$ cat src/logic/msf_pkg.sv
// Purpose: constants, types and helpers for the mode control and sample FIFO block
// Assumes: 16-bit registers behind an I2C slave, 250 MHz reference clock
// Notes: register offsets are 8-bit I2C register pointers
// Functional notes
// reset leaves standby, mode register reads zero
// sample clock off blocks every mode transition
// code 1 enters program once clock enabled
// code 2 from program starts normal sampling
// code 0 returns to standby
// clock cleared outside standby locks mode forever
// host clears sample clock only in standby
// 0x00FF clears flags, 0x80FF also flushes; code flushes only while access bit 0 is set
// 128-byte FIFO, per-slot format field selects data
// both slots only with equal averaging factors
// one packet per output period, all slots
// channel data 16 or 32 bits, 2-16 bytes
// packet stored only when wholly fits, else dropped
// host reads whole packets only
// status upper byte shows fill in bytes
// threshold field sets FIFO interrupt level
// mask bit 8 gates FIFO interrupt
// pin config register shapes interrupt pin
// host enables access by two writes, then clears
// data port reads pop words, freeing space
// FIFO interrupt clears itself below threshold
// each LED control holds 3-bit slew field
// status bit 15 with access enabled flushes
// 32 kHz clock paces sample and mode timing
// locked data port reads never pop
package msf_pkg;
	localparam int REF_CLK_HZ     = 250_000_000;
	localparam int SAMPLE_CLK_HZ  = 32_000;
	localparam int SAMPLE_DIV_DEF = REF_CLK_HZ / SAMPLE_CLK_HZ;
	localparam int DIV_W          = 13;

	localparam logic [7:0] REG_STATUS    = 8'h00;
	localparam logic [7:0] REG_INT_MASK  = 8'h01;
	localparam logic [7:0] REG_INT_PIN   = 8'h02;
	localparam logic [7:0] REG_FIFO_THR  = 8'h06;
	localparam logic [7:0] REG_MODE      = 8'h10;
	localparam logic [7:0] REG_SLOT_CFG  = 8'h11;
	localparam logic [7:0] REG_LED1      = 8'h22;
	localparam logic [7:0] REG_LED2      = 8'h23;
	localparam logic [7:0] REG_LED3      = 8'h24;
	localparam logic [7:0] REG_CLK_CTRL  = 8'h4B;
	localparam logic [7:0] REG_ACCESS    = 8'h5F;
	localparam logic [7:0] REG_FIFO_DATA = 8'h60;

	localparam logic [1:0] MODE_STANDBY = 2'h0;
	localparam logic [1:0] MODE_PROGRAM = 2'h1;
	localparam logic [1:0] MODE_NORMAL  = 2'h2;

	localparam int CLK_EN_BIT    = 7;
	localparam int ACC_EN_BIT    = 0;
	localparam int FLUSH_BIT     = 15;
	localparam int FIFO_MASK_BIT = 8;
	localparam int SLOT_A_BIT    = 5;
	localparam int SLOT_B_BIT    = 6;
	localparam int THR_HI        = 13;
	localparam int THR_LO        = 8;
	localparam int SLEW_HI       = 6;
	localparam int SLEW_LO       = 4;
	localparam int PIN_POL_BIT   = 0;
	localparam int PIN_DRV_BIT   = 1;
	localparam int FMT_A_LO      = 0;
	localparam int FMT_B_LO      = 4;
	localparam int FMT_W         = 3;

	localparam logic [15:0] MASK_RESET = 16'hFFFF;
	localparam logic [15:0] REG_ZERO   = 16'h0000;

	localparam int FIFO_BYTES  = 128;
	localparam int WORD_BYTES  = 2;
	localparam int FIFO_WORDS  = FIFO_BYTES / WORD_BYTES;
	localparam int IDX_W       = 6;
	localparam int CNT_W       = 7;
	localparam int PKT_W       = 5;
	localparam int DATA_W      = 16;
	localparam int STAGE_DEPTH = 8;
	localparam logic [3:0] BITS_PER_BYTE = 4'h8;

	typedef enum logic [1:0] {MS_STANDBY = 2'b00, MS_PROGRAM = 2'b01, MS_NORMAL = 2'b11} msf_mode_e;
	typedef enum logic [1:0] {WR_IDLE = 2'b00, WR_STORE = 2'b01, WR_DROP = 2'b11} msf_wr_e;
	typedef enum logic [2:0] {
		I2_IDLE  = 3'b000,
		I2_ADDR  = 3'b001,
		I2_REG   = 3'b011,
		I2_WDATA = 3'b010,
		I2_RDATA = 3'b110
	} msf_i2c_e;

	// words one slot adds to a packet: none, then 2, 4, 8 or 16 bytes
	function automatic logic [PKT_W-1:0] slot_words(input logic [FMT_W-1:0] fmt);
		unique case (fmt)
			3'h1:    slot_words = 5'h01;
			3'h2:    slot_words = 5'h02;
			3'h3:    slot_words = 5'h04;
			3'h4:    slot_words = 5'h08;
			default: slot_words = 5'h00;
		endcase
	endfunction

	function automatic logic [1:0] mode_code(input msf_mode_e m);
		unique case (m)
			MS_STANDBY: mode_code = MODE_STANDBY;
			MS_PROGRAM: mode_code = MODE_PROGRAM;
			MS_NORMAL:  mode_code = MODE_NORMAL;
		endcase
	endfunction
endpackage

$ cat src/logic/msf_top.sv
// Purpose: mode state machine, packet FIFO and I2C register slave
// Assumes: scl/sda from pins, sample words from the slot engine on ref_clk_i
// Notes: depth of the staging FIFO must be a power of two
`timescale 1ns/1ps
module msf_stage_fifo #(
	parameter int WIDTH = 16,
	parameter int DEPTH = 8
) (
	input  wire logic             clk_i,        // clock
	input  wire logic             rst_i,        // sync reset
	input  wire logic             in_valid_i,   // source word valid
	input  wire logic [WIDTH-1:0] in_data_i,    // source word
	output logic                  in_ready_o,   // space left
	output logic                  out_valid_o,  // word waiting
	output logic      [WIDTH-1:0] out_data_o,   // head word
	input  wire logic             out_ready_i   // drain takes head
);
	localparam int AW = $clog2(DEPTH);
	logic [WIDTH-1:0] mem_r [DEPTH];
	logic [AW-1:0]    wp_r;
	logic [AW-1:0]    rp_r;
	logic [AW:0]      cnt_r;
	logic             push;
	logic             pop;

	assign in_ready_o  = cnt_r != DEPTH[AW:0];
	assign out_valid_o = cnt_r != '0;
	assign out_data_o  = mem_r[rp_r];
	assign push        = in_valid_i && in_ready_o;
	assign pop         = out_valid_o && out_ready_i;

	always_ff @(posedge clk_i)
		if (push)
			mem_r[wp_r] <= in_data_i;

	always_ff @(posedge clk_i)
		if (rst_i)
		begin
			wp_r  <= '0;
			rp_r  <= '0;
			cnt_r <= '0;
		end
		else
		begin
			if (push)
				wp_r <= wp_r + 1'b1;
			if (pop)
				rp_r <= rp_r + 1'b1;
			if (push && !pop)
				cnt_r <= cnt_r + 1'b1;
			else if (pop && !push)
				cnt_r <= cnt_r - 1'b1;
		end
endmodule

module msf_top #(
	parameter int         SAMPLE_DIV = msf_pkg::SAMPLE_DIV_DEF,
	parameter logic [6:0] SLAVE_ADDR = 7'h2A  // arbitrary value
) (
	input  wire logic        ref_clk_i,              // 250 MHz clock
	input  wire logic        rst_i,                  // sync reset, high
	input  wire logic        scl_i,                  // I2C clock pin
	input  wire logic        sda_i,                  // I2C data pin level
	output logic             sda_o,                  // I2C data drive value
	output logic             sda_oe_o,               // high pulls sda low
	input  wire logic        sample_valid_i,         // slot word valid
	input  wire logic [15:0] sample_data_i,          // slot word
	output logic             sample_ready_o,         // slot word taken
	input  wire logic        slot_a_done_i,          // slot A data updated
	input  wire logic        slot_b_done_i,          // slot B data updated
	output logic             int_o,                  // interrupt pin value
	output logic             int_oe_o,               // interrupt pin drive
	output logic [1:0]       mode_o,                 // current mode code
	output logic             sample_clock_enable_o,  // 32 kHz clock on
	output logic             fifo_read_enable_o,     // FIFO reads allowed
	output logic [2:0]       led1_slew_o,            // LED driver 1 slew
	output logic [2:0]       led2_slew_o,            // LED driver 2 slew
	output logic [2:0]       led3_slew_o             // LED driver 3 slew
);
	localparam int PW = msf_pkg::PKT_W;
	localparam int CW = msf_pkg::CNT_W;

	logic [2:0] scl_s_r;
	logic [2:0] sda_s_r;
	logic       scl_f_r;
	logic       sda_f_r;
	logic       scl_rise;
	logic       scl_fall;
	logic       start_det;
	logic       stop_det;

	msf_pkg::msf_i2c_e st_r;
	logic        ack_r;
	logic        mack_r;
	logic [3:0]  bitcnt_r;
	logic [7:0]  rx_r;
	logic [7:0]  hi_r;
	logic [7:0]  reg_ptr_r;
	logic        byte_lo_r;
	logic        rd_lo_r;
	logic [15:0] tx_r;
	logic [15:0] tx_src;
	logic        wr_stb_r;
	logic [15:0] wr_data_r;
	logic        pop_r;
	logic [15:0] rd_word;
	logic        sda_oe_r;

	logic [15:0] int_mask_r;
	logic [15:0] int_pin_r;
	logic [5:0]  thr_r;
	logic [15:0] slot_cfg_r;
	logic [2:0]  slew_r [3];
	logic [7:0]  clk_ctrl_r;
	logic [2:0]  access_r;
	logic [1:0]  mode_req_r;
	logic        acc_prev_r;
	logic        fifo_read_enable_r;
	logic        flag_a_r;
	logic        flag_b_r;
	logic        int_r;

	msf_pkg::msf_mode_e mode_r;
	logic                stuck_r;
	logic [msf_pkg::DIV_W-1:0] div_r;
	logic                tick;

	logic [15:0] mem_r [msf_pkg::FIFO_WORDS];
	logic [msf_pkg::IDX_W-1:0] wr_idx_r;
	logic [msf_pkg::IDX_W-1:0] rd_idx_r;
	logic [CW-1:0] count_r;
	logic [CW-1:0] free_words;
	logic [PW-1:0] pkt_words;
	logic [PW-1:0] left_r;
	msf_pkg::msf_wr_e wr_st_r;
	logic        st_valid;
	logic [15:0] st_data;
	logic        st_ready;
	logic        wr_en;
	logic        pop_ok;
	logic        flush;
	logic        fifo_irq;
	logic        clk_en;
	logic        wr_status;

	// pin sampling: a change counts once the second and third stages agree
	always_ff @(posedge ref_clk_i)
		if (rst_i)
		begin
			scl_s_r <= 3'h7;
			sda_s_r <= 3'h7;
			scl_f_r <= 1'b1;
			sda_f_r <= 1'b1;
		end
		else
		begin
			scl_s_r <= {scl_s_r[1:0], scl_i};
			sda_s_r <= {sda_s_r[1:0], sda_i};
			if (scl_s_r[1] == scl_s_r[2])
				scl_f_r <= scl_s_r[2];
			if (sda_s_r[1] == sda_s_r[2])
				sda_f_r <= sda_s_r[2];
		end

	assign scl_rise  = (scl_s_r[1] == scl_s_r[2]) && scl_s_r[2] && !scl_f_r;
	assign scl_fall  = (scl_s_r[1] == scl_s_r[2]) && !scl_s_r[2] && scl_f_r;
	assign start_det = (sda_s_r[1] == sda_s_r[2]) && !sda_s_r[2] && sda_f_r && scl_f_r;
	assign stop_det  = (sda_s_r[1] == sda_s_r[2]) && sda_s_r[2] && !sda_f_r && scl_f_r;
	assign tx_src    = rd_lo_r ? tx_r : rd_word;
	assign sda_o     = 1'b0;
	assign sda_oe_o  = sda_oe_r;

	// register view; data port reads zero while locked
	always_comb
	begin
		rd_word = msf_pkg::REG_ZERO;
		unique case (reg_ptr_r)
			msf_pkg::REG_STATUS:    rd_word = {count_r, 1'b0, 1'b0, flag_b_r, flag_a_r, 5'h00};
			msf_pkg::REG_INT_MASK:  rd_word = int_mask_r;
			msf_pkg::REG_INT_PIN:   rd_word = int_pin_r;
			msf_pkg::REG_FIFO_THR:  rd_word = {2'h0, thr_r, 8'h00};
			msf_pkg::REG_MODE:      rd_word = {14'h0000, msf_pkg::mode_code(mode_r)};
			msf_pkg::REG_SLOT_CFG:  rd_word = slot_cfg_r;
			msf_pkg::REG_LED1:      rd_word = {9'h000, slew_r[0], 4'h0};
			msf_pkg::REG_LED2:      rd_word = {9'h000, slew_r[1], 4'h0};
			msf_pkg::REG_LED3:      rd_word = {9'h000, slew_r[2], 4'h0};
			msf_pkg::REG_CLK_CTRL:  rd_word = {8'h00, clk_ctrl_r};
			msf_pkg::REG_ACCESS:    rd_word = {13'h0000, access_r};
			msf_pkg::REG_FIFO_DATA: rd_word = fifo_read_enable_r ? mem_r[rd_idx_r] : msf_pkg::REG_ZERO;
			default:                rd_word = msf_pkg::REG_ZERO;
		endcase
	end

	// byte engine: pointer byte, then 16-bit words high byte first, pointer does not advance
	always_ff @(posedge ref_clk_i)
		if (rst_i)
		begin
			st_r      <= msf_pkg::I2_IDLE;
			ack_r     <= 1'b0;
			mack_r    <= 1'b0;
			bitcnt_r  <= 4'h0;
			rx_r      <= 8'h00;
			hi_r      <= 8'h00;
			reg_ptr_r <= 8'h00;
			byte_lo_r <= 1'b0;
			rd_lo_r   <= 1'b0;
			tx_r      <= 16'h0000;
			sda_oe_r  <= 1'b0;
			wr_stb_r  <= 1'b0;
			wr_data_r <= 16'h0000;
			pop_r     <= 1'b0;
		end
		else
		begin
			wr_stb_r <= 1'b0;
			pop_r    <= 1'b0;
			if (start_det)
			begin
				st_r     <= msf_pkg::I2_ADDR;
				ack_r    <= 1'b0;
				bitcnt_r <= 4'h0;
				rd_lo_r  <= 1'b0;
				sda_oe_r <= 1'b0;
			end
			else if (stop_det)
			begin
				st_r     <= msf_pkg::I2_IDLE;
				ack_r    <= 1'b0;
				sda_oe_r <= 1'b0;
			end
			else if (scl_rise && st_r != msf_pkg::I2_IDLE)
			begin
				if (ack_r)
					mack_r <= sda_f_r;
				else
				begin
					bitcnt_r <= bitcnt_r + 1'b1;
					rx_r     <= {rx_r[6:0], sda_f_r};
				end
			end
			else if (scl_fall && st_r != msf_pkg::I2_IDLE)
			begin
				if (!ack_r && bitcnt_r == msf_pkg::BITS_PER_BYTE)
				begin
					bitcnt_r <= 4'h0;
					sda_oe_r <= 1'b0;
					ack_r    <= 1'b1;
					if (st_r == msf_pkg::I2_ADDR && rx_r[7:1] == SLAVE_ADDR)
						sda_oe_r <= 1'b1;
					else if (st_r == msf_pkg::I2_ADDR)
						st_r <= msf_pkg::I2_IDLE;
					else if (st_r == msf_pkg::I2_REG)
					begin
						reg_ptr_r <= rx_r;
						sda_oe_r  <= 1'b1;
					end
					else if (st_r == msf_pkg::I2_WDATA)
					begin
						sda_oe_r  <= 1'b1;
						byte_lo_r <= !byte_lo_r;
						if (byte_lo_r)
						begin
							wr_stb_r  <= 1'b1;
							wr_data_r <= {hi_r, rx_r};
						end
						else
							hi_r <= rx_r;
					end
				end
				else if (ack_r)
				begin
					ack_r    <= 1'b0;
					sda_oe_r <= 1'b0;
					if ((st_r == msf_pkg::I2_ADDR && rx_r[0]) || (st_r == msf_pkg::I2_RDATA && !mack_r))
					begin
						st_r     <= msf_pkg::I2_RDATA;
						sda_oe_r <= !tx_src[15];
						tx_r     <= {tx_src[14:0], 1'b0};
						rd_lo_r  <= !rd_lo_r;
						if (!rd_lo_r && reg_ptr_r == msf_pkg::REG_FIFO_DATA && fifo_read_enable_r)
							pop_r <= 1'b1;
					end
					else if (st_r == msf_pkg::I2_ADDR)
						st_r <= msf_pkg::I2_REG;
					else if (st_r == msf_pkg::I2_REG)
					begin
						st_r      <= msf_pkg::I2_WDATA;
						byte_lo_r <= 1'b0;
					end
					else if (st_r == msf_pkg::I2_RDATA)
						st_r <= msf_pkg::I2_IDLE;
				end
				else if (st_r == msf_pkg::I2_RDATA)
				begin
					sda_oe_r <= !tx_r[15];
					tx_r     <= {tx_r[14:0], 1'b0};
				end
			end
		end

	function automatic logic wr_hit(input logic [7:0] addr);
		wr_hit = wr_stb_r && reg_ptr_r == addr;
	endfunction

	assign clk_en    = clk_ctrl_r[msf_pkg::CLK_EN_BIT];
	assign wr_status = wr_hit(msf_pkg::REG_STATUS);
	assign flush     = wr_status && wr_data_r[msf_pkg::FLUSH_BIT] && access_r[msf_pkg::ACC_EN_BIT];

	always_ff @(posedge ref_clk_i)
		if (rst_i)
		begin
			int_mask_r <= msf_pkg::MASK_RESET;
			int_pin_r  <= msf_pkg::REG_ZERO;
			thr_r      <= 6'h00;
			slot_cfg_r <= msf_pkg::REG_ZERO;
			slew_r     <= '{3'h0, 3'h0, 3'h0};
			clk_ctrl_r <= 8'h00;
			access_r   <= 3'h0;
			mode_req_r <= msf_pkg::MODE_STANDBY;
		end
		else
		begin
			if (wr_hit(msf_pkg::REG_INT_MASK))
				int_mask_r <= wr_data_r;
			if (wr_hit(msf_pkg::REG_INT_PIN))
				int_pin_r <= wr_data_r;
			if (wr_hit(msf_pkg::REG_FIFO_THR))
				thr_r <= wr_data_r[msf_pkg::THR_HI:msf_pkg::THR_LO];
			if (wr_hit(msf_pkg::REG_SLOT_CFG))
				slot_cfg_r <= wr_data_r;
			if (wr_hit(msf_pkg::REG_LED1))
				slew_r[0] <= wr_data_r[msf_pkg::SLEW_HI:msf_pkg::SLEW_LO];
			if (wr_hit(msf_pkg::REG_LED2))
				slew_r[1] <= wr_data_r[msf_pkg::SLEW_HI:msf_pkg::SLEW_LO];
			if (wr_hit(msf_pkg::REG_LED3))
				slew_r[2] <= wr_data_r[msf_pkg::SLEW_HI:msf_pkg::SLEW_LO];
			if (wr_hit(msf_pkg::REG_CLK_CTRL))
				clk_ctrl_r <= wr_data_r[7:0];
			if (wr_hit(msf_pkg::REG_ACCESS))
				access_r <= wr_data_r[2:0];
			if (wr_hit(msf_pkg::REG_MODE))
				mode_req_r <= wr_data_r[1:0];
		end

	// reads open only after two back-to-back writes of one; a single stray write cannot unlock
	always_ff @(posedge ref_clk_i)
		if (rst_i)
		begin
			acc_prev_r         <= 1'b0;
			fifo_read_enable_r <= 1'b0;
		end
		else if (wr_stb_r)
		begin
			acc_prev_r <= wr_hit(msf_pkg::REG_ACCESS) && wr_data_r[msf_pkg::ACC_EN_BIT];
			if (wr_hit(msf_pkg::REG_ACCESS) && !wr_data_r[msf_pkg::ACC_EN_BIT])
				fifo_read_enable_r <= 1'b0;
			else if (wr_hit(msf_pkg::REG_ACCESS) && acc_prev_r)
				fifo_read_enable_r <= 1'b1;
		end

	// sample clock tick; mode changes are taken only on it
	always_ff @(posedge ref_clk_i)
		if (rst_i || !clk_en)
			div_r <= '0;
		else if (tick)
			div_r <= '0;
		else
			div_r <= div_r + 1'b1;
	assign tick = clk_en && div_r == msf_pkg::DIV_W'(SAMPLE_DIV - 1);

	always_ff @(posedge ref_clk_i)
		if (rst_i)
		begin
			mode_r  <= msf_pkg::MS_STANDBY;
			stuck_r <= 1'b0;
		end
		else
		begin
			if (wr_hit(msf_pkg::REG_CLK_CTRL) && !wr_data_r[msf_pkg::CLK_EN_BIT]
				&& mode_r != msf_pkg::MS_STANDBY)
				stuck_r <= 1'b1;
			if (tick && !stuck_r)
			begin
				if (mode_req_r == msf_pkg::MODE_PROGRAM)
					mode_r <= msf_pkg::MS_PROGRAM;
				else if (mode_req_r == msf_pkg::MODE_NORMAL && mode_r == msf_pkg::MS_PROGRAM)
					mode_r <= msf_pkg::MS_NORMAL;
				else if (mode_req_r == msf_pkg::MODE_STANDBY)
					mode_r <= msf_pkg::MS_STANDBY;
			end
		end

	msf_stage_fifo #(
		.WIDTH (msf_pkg::DATA_W),
		.DEPTH (msf_pkg::STAGE_DEPTH)
	) u_stage (
		.clk_i       (ref_clk_i),
		.rst_i       (rst_i),
		.in_valid_i  (sample_valid_i),
		.in_data_i   (sample_data_i),
		.in_ready_o  (sample_ready_o),
		.out_valid_o (st_valid),
		.out_data_o  (st_data),
		.out_ready_i (st_ready)
	);

	assign pkt_words  = msf_pkg::slot_words(slot_cfg_r[msf_pkg::FMT_A_LO +: msf_pkg::FMT_W])
		+ msf_pkg::slot_words(slot_cfg_r[msf_pkg::FMT_B_LO +: msf_pkg::FMT_W]);
	assign free_words = CW'(msf_pkg::FIFO_WORDS) - count_r;
	// idle stalls the stage one cycle per packet while the fit is decided
	assign st_ready   = wr_st_r != msf_pkg::WR_IDLE
		|| mode_r != msf_pkg::MS_NORMAL || pkt_words == '0;
	assign wr_en      = st_valid && wr_st_r == msf_pkg::WR_STORE && !flush;
	assign pop_ok     = pop_r && count_r != '0;

	// packets arrive as pkt_words consecutive words, one packet per output period
	always_ff @(posedge ref_clk_i)
		if (rst_i)
		begin
			wr_st_r <= msf_pkg::WR_IDLE;
			left_r  <= '0;
		end
		else
			unique case (wr_st_r)
				msf_pkg::WR_IDLE:
					if (st_valid && mode_r == msf_pkg::MS_NORMAL && pkt_words != '0)
					begin
						left_r <= pkt_words;
						if (free_words >= CW'(pkt_words))
							wr_st_r <= msf_pkg::WR_STORE;
						else
							wr_st_r <= msf_pkg::WR_DROP;
					end
				msf_pkg::WR_STORE, msf_pkg::WR_DROP:
					if (st_valid)
					begin
						left_r <= left_r - 1'b1;
						if (left_r == PW'(1))
							wr_st_r <= msf_pkg::WR_IDLE;
						else if (flush)
							wr_st_r <= msf_pkg::WR_DROP;
					end
					else if (flush)
						wr_st_r <= msf_pkg::WR_DROP;
			endcase

	always_ff @(posedge ref_clk_i)
		if (wr_en)
			mem_r[wr_idx_r] <= st_data;

	always_ff @(posedge ref_clk_i)
		if (rst_i || flush)
		begin
			wr_idx_r <= '0;
			rd_idx_r <= '0;
			count_r  <= '0;
		end
		else
		begin
			if (wr_en)
				wr_idx_r <= wr_idx_r + 1'b1;
			if (pop_ok)
				rd_idx_r <= rd_idx_r + 1'b1;
			count_r <= count_r + CW'(wr_en) - CW'(pop_ok);
		end

	// slot flags: hardware set beats software clear in the same cycle
	always_ff @(posedge ref_clk_i)
		if (rst_i)
		begin
			flag_a_r <= 1'b0;
			flag_b_r <= 1'b0;
		end
		else
		begin
			flag_a_r <= slot_a_done_i || (flag_a_r && !(wr_status && wr_data_r[msf_pkg::SLOT_A_BIT]));
			flag_b_r <= slot_b_done_i || (flag_b_r && !(wr_status && wr_data_r[msf_pkg::SLOT_B_BIT]));
		end

	assign fifo_irq = count_r > CW'(thr_r);

	always_ff @(posedge ref_clk_i)
		if (rst_i)
			int_r <= 1'b0;
		else
			int_r <= ((fifo_irq && !int_mask_r[msf_pkg::FIFO_MASK_BIT])
				|| (flag_a_r && !int_mask_r[msf_pkg::SLOT_A_BIT])
				|| (flag_b_r && !int_mask_r[msf_pkg::SLOT_B_BIT])) ^ int_pin_r[msf_pkg::PIN_POL_BIT];

	assign int_o                 = int_r;
	assign int_oe_o              = int_pin_r[msf_pkg::PIN_DRV_BIT];
	assign mode_o                = msf_pkg::mode_code(mode_r);
	assign sample_clock_enable_o = clk_en;
	assign fifo_read_enable_o    = fifo_read_enable_r;
	assign led1_slew_o           = slew_r[0];
	assign led2_slew_o           = slew_r[1];
	assign led3_slew_o           = slew_r[2];
endmodule

$ cat config.mk
export PLATFORM = sky130hd
export DESIGN_NAME = msf_top
export DESIGN_NICKNAME = d
export VERILOG_FILES = /design/src/logic/msf_pkg.sv /design/src/logic/msf_top.sv
export SDC_FILE = /design/constraint.sdc
export NUM_CORES = 2
export LEC_CHECK = 0
export ABC_AREA = 1
export BUFFER_PORTS_ARGS = -buffer_cell sky130_fd_sc_hd__buf_2
export CAP_MARGIN = 10
export CORE_MARGIN = 4
export CORE_UTILIZATION = 40
export DETAILED_ROUTE_END_ITERATION = 6
export GPL_ROUTABILITY_DRIVEN = 1
export HOLD_SLACK_MARGIN = 0.15
export PLACE_DENSITY = 0.64
export SLEW_MARGIN = 10
export SYNTH_ARGS = -nofsm -noshare
export SYNTH_HDL_FRONTEND = slang
export SYNTH_SLANG_ARGS = --single-unit
$ cat constraint.sdc
create_clock -name ref_clk_i -period 10.8 [get_ports ref_clk_i]
set_clock_uncertainty 0.15 [all_clocks]
set_input_delay 1.08 -clock ref_clk_i [delete_from_list [all_inputs] [get_ports ref_clk_i]]
set_output_delay 1.08 -clock ref_clk_i [all_outputs]
set_load 0.01 [all_outputs]
-- After elaboration in Yosys (flattened, before gate mapping)
Memories as Yosys holds them, arrays and structs flattened. A register that Yosys moved wholly into a read port is not among the register bits.
Cells that the tools add are included.
- order comparisons: 2
- reduce and logical (&&, ||, !) cells: 132
- equal/unequal tests: 49
- bitwise logic cells: 13
- mux-type cells: 69
- $add $sub $neg: 13
- operators by type and width (kind ; number):
    16-bit case mux with 12 select lines ; 1
    16-bit 2-to-1 mux ; 5
    1-bit logical AND ; 55
    4-bit case mux with 4 select lines ; 2
    1-bit 2-to-1 mux ; 30
    3-bit 2-to-1 mux ; 10
    8-bit by 6-bit == test with 1-bit output (second input constant) ; 3
    8-bit by 7-bit == test with 1-bit output (second input constant) ; 3
    4-bit 2-to-1 mux ; 6
    1-bit logical NOT ; 22
    10-bit AND reduction ; 2
    3-bit by 2-bit == test with 1-bit output (second input constant) ; 6
    6-bit AND reduction ; 3
    2-bit nonzero test ; 9
    8-bit by 5-bit == test with 1-bit output (second input constant) ; 2
    2-bit 2-to-1 mux ; 8
    2-bit inequality test (second input constant) ; 7
    13-bit by 1-bit adder with 13-bit output (second input constant) ; 1
    13-bit == test (second input constant) ; 1
    6-bit by 1-bit adder with 6-bit output (second input constant) ; 2
    6-bit 2-to-1 mux ; 2
    1-bit NOT ; 12
    4-bit AND reduction ; 3
    3-bit nonzero test ; 4
    47 further kinds ; 79
- output and inout bits: 18
- memories: 2
- bits in registers: 211
- input bits: 23
- bits in writable memories: 1152
- memory list (name ; words ; width ; read ports ; clocked after Yosys merged registers in ; wr ports ; RTL line ; text):
    mem_r ; 64 ; 16 ; 1 ; 1 ; 1 ; msf_top.sv:128 ; logic [15:0] mem_r [msf_pkg::FIFO_WORDS];
    u_stage.mem_r ; 8 ; 16 ; 1 ; 1 ; 1 ; msf_top.sv:19 ; logic [WIDTH-1:0] mem_r [DEPTH];

-- Logic depth before layout (Yosys ltp)
- word-level depth: 11
- depth in mapped cells: 21
- depth with buffers taken out: 21

-- Hierarchy
Synthesis repeated with hierarchy kept, for this count alone.
- cells, all modules: 5077
- area, all modules: 56591.8 sq um
- modules (own cells, without submodules) (module ; area each (sq um) ; sequential area each (sq um) ; times used ; cells each):
    msf_top ; 50916.3 ; 34873.4 ; 1 ; 4593
    msf_stage_fifo ; 5675.4 ; 4103.9 ; 1 ; 484

-- Worst setup path before layout
No wires, ideal clock.
- path type: register -> register
- start point: register (tool-made name)
- end point: memory mem_r[0][0] (data pin)
- stages on the path, launching flop included: 7
- path buffers: 2
- required time: 10.062 ns
- arrival time: 3.072 ns
- path slack: 6.990 ns
- cell sequence: dfxtp_1 clkbuf_1 clkbuf_1 nor2_1 nor2_1 o21ai_0 a31oi_1
- RTL lines (what ; RTL line):
    end: declaration ; msf_top.sv:128

==> metrics.md <==
| Metric | Value |
|---|---|
| Status | `finished clean` |
| Initial DRC Count | `approximately 4200` |
| Library cell with the largest summed area after synthesis | `sky130_fd_sc_hd__edfxtp_1` |
| Share of cells above drive strength 1 | `8.22%` |
| Commonest non-fill, non-tap cell in the layout | `sky130_fd_sc_hd__edfxtp_1` |
| Number of vias in the routed layout | `roughly 38000` |
| Asr flop ratio synth | `0%` |
| Endpoint arrival time on the critical path | `4.81 ns` |
| Total congestion overflow | `0` |
| Count of clock tree sinks | `1371` |
| Final Routed Wirelength | `between 150 and 200 mm` |
| Layout overhead on the synthesized area | `12.4%` |
| Total nets after synthesis | `5076` |
| Drt first pass iters | `5` |
| Die Area | `between 0.1 and 0.15 sq mm` |
| Port buffer count | `39` |
| Maximum Capacitance Violations | `0` |
| Cts repair resizes | `0` |
| Final setup violating endpoints | `0` |
| GRT Util Overall | `approximately a fifth` |
| Placement-stage cell area | `0.0588 sq mm` |
| Net total in the final layout | `5092` |
| Detailed-placement wirelength estimate | `85.6 mm` |
| Data required, critical path | `11.33 ns` |
| Ratio of final minimum period to clock period | `39.7%` |
| Starting density of the core | `40.3%` |
| Clock slew seen by the registers of the worst setup and hold paths | `0.06 ns` |
| Maximum number of pins on one net before global-route repair | `roughly 190` |
| Metal1 wirelength | `around 62 mm` |
| Placed cell count | `about 6800` |
| Final number of max-transition violations | `0` |
| Routed length on met2 | `approximately 70 mm` |
| Total negative setup slack | `0 ns` |
| TritonCTS Buffers | `143` |
| Buffer cell driving the clock tree root | `sky130_fd_sc_hd__clkbuf_16` |
| Global placer's final weighted congestion | `0.895` |
| Maximum vdd ir drop | `0.000224 V` |
| Buffers from clock root to sink, at most | `3` |
| Antenna-violating nets left | `0` |
| Warning count from the yosys run | `0` |
| Area of the placeable core | `0.140 sq mm` |
| Shortest period the worst path allows | `4.28 ns` |
| Highest routed metal layer | `met5` |
| Syn Inst Count | `between 5000 and 6000` |
| Number of enable flip-flop cells after synthesis | `1152` |
| Via density | `5.44` |
| Post-CTS Hold Buffers | `0` |
| Adder-cell share of the synthesized area | `1.06%` |
| Clock insertion delay at the later pin of the skew report | `0.76 ns` |
| Portion of synthesized cell area occupied by the leading cell type | `61.3%` |
| Post-synthesis cell type count | `56` |
| Tightest hold margin | `0.260 ns` |
| Wire length per cell | `21.5 microns` |
| Final instance area | `around 0.063 sq mm` |
| Total power | `~13 mW` |
| Total leakage power | `around 21 nW` |
| Average size of a mapped cell | `11.3 sq um` |
| Setup Slack @ Placement | `about 6.6 ns` |
| Max transition margin | `7.29%` |
| Area fraction in compound gates after synthesis | `between 10% and 20%` |
| Final cell count without fillers | `7017` |
| Met3 Wirelength | `13.0 mm` |
| Number of antenna violations at the first check in global routing | `7` |
| Core occupancy in the finished layout | `45.4%` |
| Fraction of synthesized cell area in xor and xnor cells | `0.186%` |
| Largest family of logic cells by synthesized area | `simple AND/OR/NAND/NOR gates` |
| Crit path kind | `flip-flop to flip-flop` |
| Cell types with the largest area share after synthesis | `sky130_fd_sc_hd__edfxtp_1, sky130_fd_sc_hd__dfxtp_1, sky130_fd_sc_hd__nor2_1, sky130_fd_sc_hd__o21ai_0, sky130_fd_sc_hd__nand3_1` |
| Cell area after synthesis | `between 0.05 and 0.06 sq mm` |
| Number of levels the H-tree was split into | `4` |
| Highest-count cells in the layout ignoring fill and taps | `sky130_fd_sc_hd__edfxtp_1, sky130_fd_sc_hd__nor2_1, sky130_fd_sc_hd__o21ai_0` |
| CP Launch Type | `flip-flop` |
| Largest fanout on the critical path | `182` |
| Count of unresolved DRC violations after routing | `0` |
| Std-Cell Rows | `137` |
| #FFs+latches synth | `1371` |
| Sequential element share of the synthesized area | `69.1%` |
| First-pass GRT wire length | `between 200 and 250 mm` |
| Setup crit end kind | `flip-flop` |
| Die width | `384 microns` |
| Number of fill cells in the layout | `12600` |
| Primary FF master, synth | `sky130_fd_sc_hd__edfxtp_1` |
| Fin. Hold Viols | `0` |
| RSZ-0062 raised after global routing | `false` |
| I/O pin count | `~40` |
| Count of buffers added by post-CTS timing repair for setup | `0` |
| Highest attainable clock frequency | `233 MHz` |
| Hold/Removal Path Class | `flip-flop to flip-flop` |
| Vertical die dimension | `384 microns` |
| Slew at the pin with the worst max-slew slack | `approximately 1.4 ns` |
| TritonCTS clock tree | `built` |
| Minimum setup slack in the final design | `6.52 ns` |
| Area share of and/or/nand/nor cells after synthesis | `13.6%` |
| Power Density | `209 mW/mm^2` |
| Mux share of post-synthesis cell area | `0%` |
| Vias in the first global route | `36000` |
==> final timing paths <==
check,from,endpoint,slack [ns],depth (start not counted)
worst max-delay path,flip-flop,tx_r[3],6.52,15
worst min-delay path,sda_s_r[0],sda_s_r[1],0.26,1
worst max register to register,flip-flop,tx_r[3],6.52,15
worst min register to register,sda_s_r[0],sda_s_r[1],0.26,1
==> report_power, final <==
part	total (mW)	switching (mW)	internal [mW]
registers	6.74	0.0172	6.73
clock network	4.93	2.05	2.89
logic	1.61	1.38	0.232
total	13.3	3.44	9.85
==> cell type report <==
cell class	instances	area, sq um	area share, %
well taps	1876	2350	3.70
multi-input cells	3019	15000	23.7
clock buffers	193	3950	6.22
clock inverters	65	728	1.15
repair buffers	160	1140	1.80
flip-flops and latches	1371	39000	61.4
diodes	5	12.5	0.0197
inverters	328	1250	1.97
==> routing by layer <==
layer	track usage, %	vias up
met5	0	-
met4	7.42	6
met3	4.40	265
met2	31.7	1580
met1	27.4	18500
li1	-	17800
==> sequential cells by signal (all words and copies together), names as in the netlist, 8 cells and up, named ones only <==
register / flops
clk_ctrl_r: 8
div_r: 13
hi_r: 8
int_mask_r: 16
int_pin_r: 16
mem_r: 1024
reg_ptr_r: 8
rx_r: 8
slot_cfg_r: 16
tx_r: 15
u_stage.mem_r: 128
wr_data_r: 16
==> synth_stat cells (all sizes together), types with 9 or more instances <==
cell	count
clkbuf	150
a31oi	17
nor4	13
dfxtp	219
nor2	941
ha	43
nor3	59
buf	139
a21oi	192
xor2	9
inv	323
nand3	408
o211ai	212
edfxtp	1152
o21ai	608
o22ai	29
a211oi	31
nand4	14
nand2	389
==> cell families after synthesis <==
| family | count (synthesis) |
|---|---|
| AND/OR/NAND/NOR | 1841 |
| flip-flops | 1371 |
| other | 1 |
| buffers and inverters | 617 |
| adder cells (fa/ha/maj) | 46 |
| XOR/XNOR | 12 |
| AO/OA/AOI/OAI | 1119 |
==> critical path: stages, from the launching register on <==
cell and delay (ns):
sky130_fd_sc_hd__dfxtp_4 0.59, sky130_fd_sc_hd__buf_12 0.59, sky130_fd_sc_hd__buf_12 0.62, sky130_fd_sc_hd__buf_4 0.73, sky130_fd_sc_hd__nor2_1 0.11, sky130_fd_sc_hd__nor2_1 0.11, sky130_fd_sc_hd__o21ai_0 0.11, sky130_fd_sc_hd__nand3_1 0.15
sky130_fd_sc_hd__nand3_1 0.08, sky130_fd_sc_hd__nand3_1 0.11, sky130_fd_sc_hd__nand3_1 0.23, sky130_fd_sc_hd__nand2_1 0.11, sky130_fd_sc_hd__nand2_1 0.05, sky130_fd_sc_hd__nand2_1 0.06, sky130_fd_sc_hd__nand2_1 0.06, sky130_fd_sc_hd__a21oi_1 0.13
No activity file was read; power rests on OpenSTA's default activity.
